**src/hdl/rst_init_pkg.sv**
```systemverilog
/*
 Shared constants for the reset and init distribution block.
 Assumes a single 125 MHz clock domain.
*/
package rst_init_pkg;
    // Clock rate and timing
    localparam int CLK_MHZ = 125;
    localparam int CORE_PULSE_NS = 80;
    localparam int CORE_PULSE_CYC = (CORE_PULSE_NS * CLK_MHZ + 999) / 1000;
    // Interrupt mode select values
    localparam logic MODE_DIRECT = 1'b0;
    localparam logic MODE_THRU_UNIT = 1'b1;
    localparam logic [7:0] MODE_SEL_THRU = 8'h01;
    // Reset synchroniser depth
    localparam int SYNC_STAGES = 2;
    // Init message delivery mode code for reset delivery
    localparam logic [2:0] DELIV_RESET = 3'h5;
    // Vector of fpu irq line index
    localparam int FPU_IRQ_NUM = 13;
endpackage

```
**src/hdl/core_init_if.sv**
```systemverilog
/*
 Interface carrying per-core init requests from the top to pulse units.
 Assumes the clock domain of the top module.
*/
`timescale 1ns/1ps
interface core_init_if;
    logic fire; // One-cycle request to start a pulse
    logic hard; // System hard reset held
    logic busy; // Pulse in progress
    modport src (output fire, output hard, input busy);
    modport dst (input fire, input hard, output busy);
endinterface

```
**src/hdl/core_pulse.sv**
```systemverilog
/*
 One core reset pulse generator: asserts for a fixed count then releases.
 Assumes fire is a synchronous one-cycle pulse.
*/
`timescale 1ns/1ps
module core_pulse
    import rst_init_pkg::*;
#(
    parameter int WIDTH = CORE_PULSE_CYC
) (
    input wire logic clk, // System clock
    input wire logic rstn, // Synchronised reset, active low
    core_init_if.dst ctl, // Request from top
    output logic pulse // Core reset out
);
    initial begin
        if (WIDTH < 1 || WIDTH > 65535)
            $error("WIDTH must fit the 16-bit counter");
    end
    logic [15:0] count; // Cycles remaining
    // ==========================================================
    // Pulse counter
    // Hard reset forces the output until released
    always_ff @(posedge clk) begin
        if (!rstn || ctl.hard) begin
            count <= '0;
            pulse <= 1'b1;
        end else if (ctl.fire && count == '0) begin
            count <= 16'(WIDTH);
            pulse <= 1'b1;
        end else if (count > 16'h0001) begin
            count <= count - 16'h0001;
        end else begin
            count <= '0;
            pulse <= 1'b0;
        end
    end
    assign ctl.busy = (count != '0);
endmodule

```
**src/hdl/mp_reset_init_distribution.sv**
```systemverilog
/*
 Reset and init distribution for a multiprocessor platform: hard reset,
 system init, per-core init messages, mode select and boot routing.
 Assumes all inputs synchronous to clk except rstn and panel_reset.
*/
// Overview of operation
// - Hard reset reaches every component
// - Hard reset acts immediately
// - Soft init waits for cycle boundary
// - Soft init spares caches and FPU
// - Reset port write raises soft init
// - Shutdown cycle raises soft init
// - Reset and init reach all processors
// - Fault-tolerant: per-processor soft init
// - Software triggers per-processor init
// - Init message pulses target core reset
// - Pulse restarts processor at reset vector
// - Core reset solely drives processor reset
// - Hard reset makes all units pulse
// - Integrated unit pulses internal init
// - Units disabled except boot virtual-wire
// - IO unit pending cleared, inputs disabled
// - Mode select starts zero
// - Application processors real mode, halted
// - Interrupt lines go to boot processor
// - Boot processor FPU error makes FPU_IRQ_LINE
// - Boot processor masks address bit 20
// - Mode select clears on reset/init
// - Writing one routes through unit
`timescale 1ns/1ps
module mp_reset_init_distribution
    import rst_init_pkg::*;
#(
    parameter int NCPU = 4,
    parameter int PULSE_CYC = CORE_PULSE_CYC,
    parameter int ID_W = 2,
    parameter bit FAULT_TOL = 1'b0
) (
    input wire logic clk, // System clock
    input wire logic rstn, // Power-on reset, active low
    input wire logic panel_reset, // Front-panel reset request
    input wire logic reset_port_wr, // Reset port write strobe
    input wire logic shutdown_cycle, // Shutdown special cycle seen
    input wire logic cycle_boundary, // Bus at a cycle boundary
    input wire logic [NCPU-1:0] init_select, // Per-cpu soft init mask
    input wire logic ipi_valid, // Init message strobe
    input wire logic [2:0] ipi_mode, // Delivery mode
    input wire logic [NCPU-1:0] ipi_dest, // Destination mask
    input wire logic mode_wr, // Mode select write strobe
    input wire logic [7:0] mode_wdata, // Mode select data
    input wire logic start_virtual_wire, // Startup in virtual-wire mode
    input wire logic [ID_W-1:0] boot_id, // Designated boot processor
    input wire logic nmi_in, // Nonmaskable request
    input wire logic maskable_request, // Legacy maskable request
    input wire logic [NCPU-1:0] fpu_error_out, // Per-cpu FPU error
    input wire logic addr20_gate, // System address 20 gate
    output logic hard_reset, // System hard reset to all
    output logic [NCPU-1:0] core_reset_out, // Per-core reset/init
    output logic [NCPU-1:0] soft_init, // Soft init per cpu
    output logic [NCPU-1:0] unit_enable, // Local unit enables
    output logic io_unit_clear, // Clears IO unit state
    output logic interrupt_mode_select_reg, // Mode select state
    output logic [NCPU-1:0] nmi_out, // Direct NMI per cpu
    output logic [NCPU-1:0] maskable_out, // Direct maskable per cpu
    output logic [NCPU-1:0] lint_nmi, // NMI through local unit
    output logic [NCPU-1:0] lint_maskable, // Maskable through unit
    output logic [NCPU-1:0] ignore_fpu_error_in, // Ignore error per cpu
    output logic [NCPU-1:0] addr_bit20_mask_in, // A20 mask per cpu
    output logic fpu_irq_line, // Interrupt line 13
    output logic [NCPU-1:0] ap_hold // Hold APs halted
);
    initial begin
        if (NCPU < 1 || NCPU > (1 << ID_W))
            $error("NCPU does not fit boot id width");
        if (PULSE_CYC < 1 || PULSE_CYC > 65535)
            $error("PULSE_CYC must fit the 16-bit hold counter");
    end

    // ==========================================================
    // Hard reset: combinational assertion, synchronised release
    logic [SYNC_STAGES-1:0] rel_sync; // Release shift chain
    logic hard_req; // Raw hard request
    logic sys_rstn; // Synchronised internal reset
    assign hard_req = !rstn || panel_reset;
    // Assertion bypasses the clock so no cycle can delay it
    assign hard_reset = hard_req || !rel_sync[SYNC_STAGES-1];
    assign sys_rstn = rel_sync[SYNC_STAGES-1];
    // Release walks through the chain before internal logic runs
    always_ff @(posedge clk) begin
        if (hard_req) begin
            rel_sync <= '0;
        end else begin
            rel_sync <= {rel_sync[SYNC_STAGES-2:0], 1'b1};
        end
    end

    // ==========================================================
    // Soft init request capture and cycle-boundary wait
    logic soft_pend; // Request waiting for boundary
    logic soft_fire; // Soft init issued this cycle
    logic [NCPU-1:0] soft_mask; // Processors to initialise
    logic soft_busy; // Soft init currently driven
    assign soft_fire = soft_pend && cycle_boundary && !soft_busy;
    // Fault-tolerant systems may target a subset
    assign soft_mask = FAULT_TOL ? init_select : '1;
    // New requests win over the clear in the same cycle
    always_ff @(posedge clk) begin
        if (!sys_rstn) begin
            soft_pend <= 1'b0;
        end else if (reset_port_wr || shutdown_cycle) begin
            soft_pend <= 1'b1;
        end else if (soft_fire) begin
            soft_pend <= 1'b0;
        end
    end

    // ==========================================================
    // Soft init pulse; drives init only, so caches survive
    typedef enum logic [1:0] {SI_IDLE, SI_HOLD} si_state_t;
    si_state_t si_state; // Soft init state
    logic [15:0] si_count; // Hold counter
    assign soft_busy = (si_state == SI_HOLD);
    always_ff @(posedge clk) begin
        if (!sys_rstn) begin
            si_state <= SI_IDLE;
            si_count <= '0;
            soft_init <= '0;
        end else begin
            unique case (si_state)
                SI_IDLE: begin
                    if (soft_fire) begin
                        si_state <= SI_HOLD;
                        si_count <= 16'(PULSE_CYC);
                        soft_init <= soft_mask;
                    end
                end
                SI_HOLD: begin
                    if (si_count <= 16'h0001) begin
                        si_state <= SI_IDLE;
                        si_count <= '0;
                        soft_init <= '0;
                    end else begin
                        si_count <= si_count - 16'h0001;
                    end
                end
                default: begin
                    si_state <= SI_IDLE;
                end
            endcase
        end
    end

    // ==========================================================
    // Per-core init pulses from init messages
    logic [NCPU-1:0] pulse; // Per-unit pulse outputs
    logic msg_reset; // Message carries reset delivery
    assign msg_reset = ipi_valid && (ipi_mode == DELIV_RESET);
    generate
        for (genvar i = 0; i < NCPU; i++) begin : g_core
            core_init_if cif ();
            assign cif.fire = msg_reset && ipi_dest[i];
            assign cif.hard = !sys_rstn;
            core_pulse #(.WIDTH(PULSE_CYC)) u_pulse (
                .clk(clk),
                .rstn(sys_rstn),
                .ctl(cif),
                .pulse(pulse[i])
            );
        end
    endgenerate
    // Only the unit pulse and hard reset drive each core input,
    // so a message restarts just its target at the reset vector
    always_comb begin
        core_reset_out = pulse | {NCPU{hard_reset}};
    end

    // ==========================================================
    // Interrupt mode select register
    // Cleared by hard reset or system-wide init
    always_ff @(posedge clk) begin
        if (!sys_rstn || soft_fire) begin
            interrupt_mode_select_reg <= MODE_DIRECT;
        end else if (mode_wr) begin
            interrupt_mode_select_reg <= (mode_wdata == MODE_SEL_THRU)
                ? MODE_THRU_UNIT : MODE_DIRECT;
        end
    end

    // ==========================================================
    // Initial-state outputs
    logic [NCPU-1:0] boot_onehot; // Boot processor select
    // Unit enables are latched at release, never from a port in reset
    always_ff @(posedge clk) begin
        if (!sys_rstn) begin
            unit_enable <= '0;
            io_unit_clear <= 1'b1;
            ap_hold <= '1;
        end else begin
            io_unit_clear <= 1'b0;
            if (io_unit_clear) begin
                for (int k = 0; k < NCPU; k++) begin
                    unit_enable[k] <= start_virtual_wire
                        && (ID_W'(k) == boot_id);
                    ap_hold[k] <= (ID_W'(k) != boot_id);
                end
            end else if (msg_reset) begin
                // Init message targets other than the boot processor go back to halted real mode
                ap_hold <= ap_hold | (ipi_dest & ~boot_onehot);
            end
        end
    end

    // ==========================================================
    // Boot processor routing for fault-resilient boot
    logic thru; // Route through local unit
    assign thru = interrupt_mode_select_reg;
    always_comb begin
        boot_onehot = '0;
        for (int k = 0; k < NCPU; k++) begin
            boot_onehot[k] = (ID_W'(k) == boot_id);
        end
    end
    // Registered data outputs; the one-cycle lag is harmless here
    always_ff @(posedge clk) begin
        if (!sys_rstn) begin
            nmi_out <= '0;
            maskable_out <= '0;
            lint_nmi <= '0;
            lint_maskable <= '0;
            ignore_fpu_error_in <= '0;
            addr_bit20_mask_in <= '0;
            fpu_irq_line <= 1'b0;
        end else begin
            nmi_out <= thru ? '0 : boot_onehot & {NCPU{nmi_in}};
            maskable_out <= thru ? '0
                : boot_onehot & {NCPU{maskable_request}};
            lint_nmi <= thru ? boot_onehot & {NCPU{nmi_in}} : '0;
            lint_maskable <= thru
                ? boot_onehot & {NCPU{maskable_request}} : '0;
            // Only the boot processor's error reaches line 13
            fpu_irq_line <= |(fpu_error_out & boot_onehot);
            ignore_fpu_error_in <= boot_onehot
                & {NCPU{~(|(fpu_error_out & boot_onehot))}};
            addr_bit20_mask_in <= boot_onehot & {NCPU{~addr20_gate}};
        end
    end
endmodule

```
**config.mk**
```make
export PLATFORM = sky130hd
export DESIGN_NAME = mp_reset_init_distribution
export DESIGN_NICKNAME = d
export VERILOG_FILES = /design/src/hdl/rst_init_pkg.sv /design/src/hdl/core_init_if.sv /design/src/hdl/core_pulse.sv /design/src/hdl/mp_reset_init_distribution.sv
export SDC_FILE = /design/constraint.sdc
export NUM_CORES = 1
export LEC_CHECK = 0
export BUFFER_PORTS_ARGS = -buffer_cell sky130_fd_sc_hd__buf_2
export CAP_MARGIN = 20
export CORE_MARGIN = 2
export CORE_UTILIZATION = 60
export CTS_BUF_LIST = sky130_fd_sc_hd__clkbuf_4
export DETAILED_ROUTE_END_ITERATION = 16
export HOLD_SLACK_MARGIN = 0.08
export PLACE_DENSITY_LB_ADDON = 0.1
export SYNTH_ARGS = -nofsm -noshare
export SYNTH_HDL_FRONTEND = slang
export SYNTH_SLANG_ARGS = --single-unit
export TNS_END_PERCENT = 5
```
**constraint.sdc**
```tcl
create_clock -name clk -period 4.32 [get_ports clk]
set_input_delay 1.296 -clock clk [delete_from_list [all_inputs] [get_ports clk]]
set_output_delay 1.296 -clock clk [all_outputs]
set_load 0.05 [all_outputs]
```
Yosys cells after proc, flatten, opt, wreduce, memory -nomap -nowiden:

Cells that the tools add are included.

* $add $sub $neg: 5
* order comparisons: 5
* equal/unequal tests: 11
* muxes and demuxes: 24
* bitwise gates (word level): 16
* reductions and logical operators: 46

Operators with widths (number)
* $sub A16 B1 Y16 const B: 5
* $gt A16 B1 Y1 const B: 4
* $logic_not A16 Y1: 4
* $mux W4: 12
* $mux W16: 2
* $pmux W16 S2: 1
* $and A4 B4 Y4: 6
* $le A16 B1 Y1 const B: 1
* $logic_and A1 B1 Y1: 15
* $reduce_or A3 Y1: 4
* $reduce_or A2 Y1: 5
* $eq A8 B1 Y1 const B: 1
* $or A4 B4 Y4: 2
* $pmux W4 S2: 1
* $reduce_bool A2 Y1: 4
* $not A1 Y1: 7
* $reduce_and A2 Y1: 3
* $mux W1: 5
* $eq A2 B2 Y1 const A: 2
* $logic_not A2 Y1: 2
* $logic_or A1 B1 Y1: 4
* $mux W2: 2
* $ne A2 B2 Y1 const A: 2
* $not A4 Y4: 1
* other kinds (10): 12

* register bits: 128
* bits of input ports: 37
* logic and storage cells: 136

Logic depth before layout (Yosys ltp):

* word-level depth: 6
* mapped depth: 8
* mapped depth without buffers: 7

Modules after synthesis:

Synthesis repeated with hierarchy kept, for this count alone.

* cells, all modules: 597
* area total of the unflattened synthesis: 5430.2 um2

Modules (own cells, without submodules)
* core_pulse: instances 4, cells each 89, area an instance 814.5 um2, sequential area each 340.3 um2
* mp_reset_init_distribution: instances 1, cells each 241, area an instance 2172.1 um2, sequential area each 1101.1 um2

Worst setup path before layout:

OpenSTA, ideal clock, no wires.

* kind: input to output
* start point: input rstn
* end point: output core_reset_out[0]
* arrival time: 2.395 ns
* data required time: 3.024 ns
* setup slack: 0.629 ns
* stages: 3
* cell sequence: nor2b_1 > nand2_1 > or2_2

* word-level cells in the longest chain between the ends: 4

Ends and longest elaborated chain
* start, declared: line mp_reset_init_distribution.sv:40 `input wire logic rstn,`
* $logic_not A1 Y1: line mp_reset_init_distribution.sv:84 `assign hard_req = !rstn || panel_reset;`
* $logic_or A1 B1 Y1: line mp_reset_init_distribution.sv:84
* $logic_or A1 B1 Y1: line mp_reset_init_distribution.sv:86 `assign hard_reset = hard_req || !rel_sync[SYNC_STAGES-1];`
* named net hard_reset: line mp_reset_init_distribution.sv:57 `output logic hard_reset,`
* $or A4 B4 Y4: line mp_reset_init_distribution.sv:174 `core_reset_out = pulse | {NCPU{hard_reset}};`
* end, declared: line mp_reset_init_distribution.sv:58 `output logic [NCPU-1:0] core_reset_out,`

The timed path passes the listed nets, and every way through them passes these cells.

Worst setup path in the final report:

* start point: input panel_reset
* end point: output core_reset_out[1]

* word-level cells in the longest chain between the ends: 3

Ends and longest elaborated chain
* start, declared: line mp_reset_init_distribution.sv:41 `input wire logic panel_reset,`
* $logic_or A1 B1 Y1: line mp_reset_init_distribution.sv:84
* $logic_or A1 B1 Y1: line mp_reset_init_distribution.sv:86
* $or A4 B4 Y4: line mp_reset_init_distribution.sv:174

No other way between the ends.

==> flow_summary.ini <==
[setup_path]
criticalPathCategory = in2out
cpLargestDelayFamily = simple AND/OR/NAND/NOR gates
crit_required_ps = 3020
timing.critical_path.buf_inv = 2
critical_path.endpoint_type = output pin
critical_path_most_common_cell = sky130_fd_sc_hd__buf_2
critPathMaxFanout = 3
timing.critical_path.arrival_ps = 2210
crit_path_max_incr_delay_ps = 290
cp_slowest_cell = sky130_fd_sc_hd__or2_2
critical_path.cell_chain = buf_2 > nor2b_1 > nand2_1 > or2_2 > buf_2
crit_path_start_kind = input port

[clock_network]
cts.hold.buffers_added = 0
clk_pin_slew_ps = 110
insertion_delay_ps = 510
cts_root_buffer = sky130_fd_sc_hd__clkbuf_4
clockBufferDepth = 2
tritoncts = yes
post_cts_buffers = 0
tritoncts.num_buffers = 17
post_cts_resize_count = 0
tritoncts_num_sinks = 123
htree_depth = 4

[layout]
max_flop_register = g_core.u_pulse.count
drive_gt1_share_pct = 18.2
area_growth_pct = 15.4
number_of_fill_cells_in_the_layout = 655
largest_register_ff_count = 64
finalNetCount = 706
largest_registers = g_core.u_pulse.count (64), si_count (16)
antenna_cells_inserted = 0

[logic_synthesis]
post_synth_main_area_contributors = sky130_fd_sc_hd__dfxtp_1 48%, sky130_fd_sc_hd__nor2_1 8.2%, sky130_fd_sc_hd__xnor2_1 5.3%, sky130_fd_sc_hd__nand2_1 3.2%, sky130_fd_sc_hd__ha_1 3.2%
ys_types = 59
ys_seq_elements = 123
avgSynthCellArea_um2 = 8.82
syn-cell-area_um2 = 5100
synthFlopType = sky130_fd_sc_hd__dfxtp_1
post-synth-top-area-cell = sky130_fd_sc_hd__dfxtp_1
synth_warnings = 0
mapped_nets = 628
async_flop_share_pct = 0
synth_enable_flop_cells = 0
synth_largest_type_area_fraction_pct = 48.3
ys_seq_area_share_pct = 48.3
syn_inst = 578

[die]
row_count = 33
design.die.area_um2 = 9250
initial_utilization_pct = 62.1
die_x_um = 96.2
top_level_pins = 81
core_um2 = 8220
die_y_um = 96.2

[worst_hold_path]
holdCritPathClass = reg2reg

[power_and_ir_drop]
ir_drop_mv = 0.207
leakagePower_nw = 2.77
power_w = 0.00237
power_per_cell_area_nw_per_um2 = 402

[sta]
setup_failing_eps_final = 0
slew_headroom_pct = 29.8
period_share_pct = 81.2
fin_tns_setup_ps = 0
timing.final.crit_period_ps = 3510
worst_slew_pin_slew_ps = 1050
grt_setup_unrepaired = no
max_clock_freq_mhz = 285
timing.final.hold_violations = 0
finalClockSkew_ps = 16.5
report.final.slew_viol_count = 0

[placed_design]
dp.final_hpwl_mm = 7.60
gpl.final_weighted_congestion = 0.808
io_buffers = 76

[grt]
wire_length_of_the_first_global_routing_pass_mm = 17.5
largest_net_degree_at_the_start_of_global_routing = 28
gr-usage-all-layers_pct = 24.4
gr-usage-met2_pct = 43.5
grt_antenna_before_repair = 0
grt_busiest_layer = met2
global_route.usage.met1_pct = 28.6
gr-usage-met3_pct = 5.87
number_of_global_route_vias_before_repair = 3927
grt_overflow_total = 0

[routing]
detail_route.drc_violations = 0
final_antenna_net_count = 0
post_drt_via_cell_ratio = 5.48
drt_first_iter_violations = 138
drt_pre_antenna_iters = 4
finalWirelength_mm = 10.6
post_drt_wl_per_cell_um = 13.7
vias = 4242

[flow_run]
drv.max_cap_violation_count = 0

[run_status]
status = completed
==> power breakdown <==
| group | total [W] | switching, W | internal [W] |
|---|---|---|---|
| logic | 0.000248 | 0.000140 | 0.000108 |
| registers | 0.00116 | 0.0000123 | 0.00115 |
| clock network | 0.000957 | 0.000440 | 0.000517 |
==> Yosys cell counts, types with 4 or more instances <==
master,instances
sky130_fd_sc_hd__a31oi_1,6
sky130_fd_sc_hd__ha_1,13
sky130_fd_sc_hd__and2_1,7
sky130_fd_sc_hd__a21oi_1,25
sky130_fd_sc_hd__nor2_1,112
sky130_fd_sc_hd__or3_1,13
sky130_fd_sc_hd__nor4_1,12
sky130_fd_sc_hd__xor2_1,13
sky130_fd_sc_hd__o31ai_1,11
sky130_fd_sc_hd__or4_1,7
sky130_fd_sc_hd__nand2b_1,9
sky130_fd_sc_hd__inv_1,18
sky130_fd_sc_hd__buf_4,4
sky130_fd_sc_hd__nand2_1,44
sky130_fd_sc_hd__nand3_1,16
sky130_fd_sc_hd__dfxtp_1,123
sky130_fd_sc_hd__o21ai_0,15
sky130_fd_sc_hd__nor3_1,27
sky130_fd_sc_hd__xnor2_1,31
sky130_fd_sc_hd__clkbuf_1,11
==> per-layer routing <==
layer | vias to the layer above | wire [µm]
met2 | 116 | 5260
met5 | - | 0
met3 | 12 | 628
li1 | 2156 | -
met4 | 0 | 126
met1 | 1958 | 4620
==> metrics by stage <==
step,area (µm²),setup WS (ps),cells,utilization (%),hold slack [ps]
6_report,5890,810,774,71.6,454
5_1_grt,5890,700,774,71.6,488
4_1_cts,5890,761,774,71.6,456
3_5_place_dp,5540,763,742,67.4,416
3_3_place_gp,5540,769,742,67.4,419
2_1_floorplan,5100,629,578,-,406
==> placed cells by master, fill, tap and decap left out, types with 2 or more instances in the layout <==
master / instances
sky130_fd_sc_hd__bufinv_16: 5
sky130_fd_sc_hd__o31ai_1: 11
sky130_fd_sc_hd__nor2_1: 112
sky130_fd_sc_hd__xor2_1: 13
sky130_fd_sc_hd__ha_1: 13
sky130_fd_sc_hd__a21oi_1: 25
sky130_fd_sc_hd__clkbuf_4: 17
sky130_fd_sc_hd__nor4_1: 12
sky130_fd_sc_hd__a31oi_1: 6
sky130_fd_sc_hd__nand2_1: 44
sky130_fd_sc_hd__o21ai_0: 15
sky130_fd_sc_hd__clkinvlp_4: 3
sky130_fd_sc_hd__clkinv_1: 2
sky130_fd_sc_hd__or2_2: 3
sky130_fd_sc_hd__nand3_1: 16
sky130_fd_sc_hd__nand2b_1: 9
sky130_fd_sc_hd__dfxtp_1: 123
sky130_fd_sc_hd__or4_1: 7
sky130_fd_sc_hd__and3_1: 2
sky130_fd_sc_hd__nor4b_1: 2
sky130_fd_sc_hd__a221o_1: 3
sky130_fd_sc_hd__nor4_2: 2
sky130_fd_sc_hd__or3_1: 13
sky130_fd_sc_hd__inv_1: 18
sky130_fd_sc_hd__o311ai_0: 3
sky130_fd_sc_hd__xnor2_1: 31
sky130_fd_sc_hd__clkinv_2: 2
sky130_fd_sc_hd__and2_1: 7
sky130_fd_sc_hd__buf_4: 4
sky130_fd_sc_hd__nand3b_1: 3
sky130_fd_sc_hd__o21a_1: 2
sky130_fd_sc_hd__clkinv_4: 3
sky130_fd_sc_hd__nor3_1: 27
sky130_fd_sc_hd__mux2i_1: 2
sky130_fd_sc_hd__o211ai_1: 2
sky130_fd_sc_hd__nor2b_1: 3
sky130_fd_sc_hd__nand4_1: 2
sky130_fd_sc_hd__buf_2: 76
sky130_fd_sc_hd__o221ai_1: 3
==> path summary, 6_finish.rpt <==
kind	start	endpoint	slack, ps	cells past startpoint
min reg2reg	rel_sync[0]	rel_sync[1]	450	1
max reg2reg	g_core[3].u_pulse.count[11]	g_core[3].u_pulse.count[11]	2000	4
min	rel_sync[0]	rel_sync[1]	450	1
max	panel_reset	core_reset_out[1]	810	5
==> area by class of cell <==
cell class / instances / area [µm²] / share of cell area, %
clock buffers: 17 / 128 / 2.17
clock inverters: 15 / 221 / 3.76
inverters: 19 / 71.3 / 1.21
multi-input cells: 415 / 2460 / 41.8
flip-flops and latches: 123 / 2460 / 41.8
well taps: 105 / 131 / 2.23
repair buffers: 80 / 410 / 6.97
==> kinds of logic after synthesis <==
kind of cell / after synthesis / synth area share, %
fa+ha+maj: 13 / 3.19
flops: 123 / 48.3
mux: 3 / 0.834
simple gates: 274 / 26.4
xor+xnor: 44 / 7.56
buf+inv: 40 / 3.43
compound gates: 81 / 10.3
No activity file was read; power rests on OpenSTA's default activity.
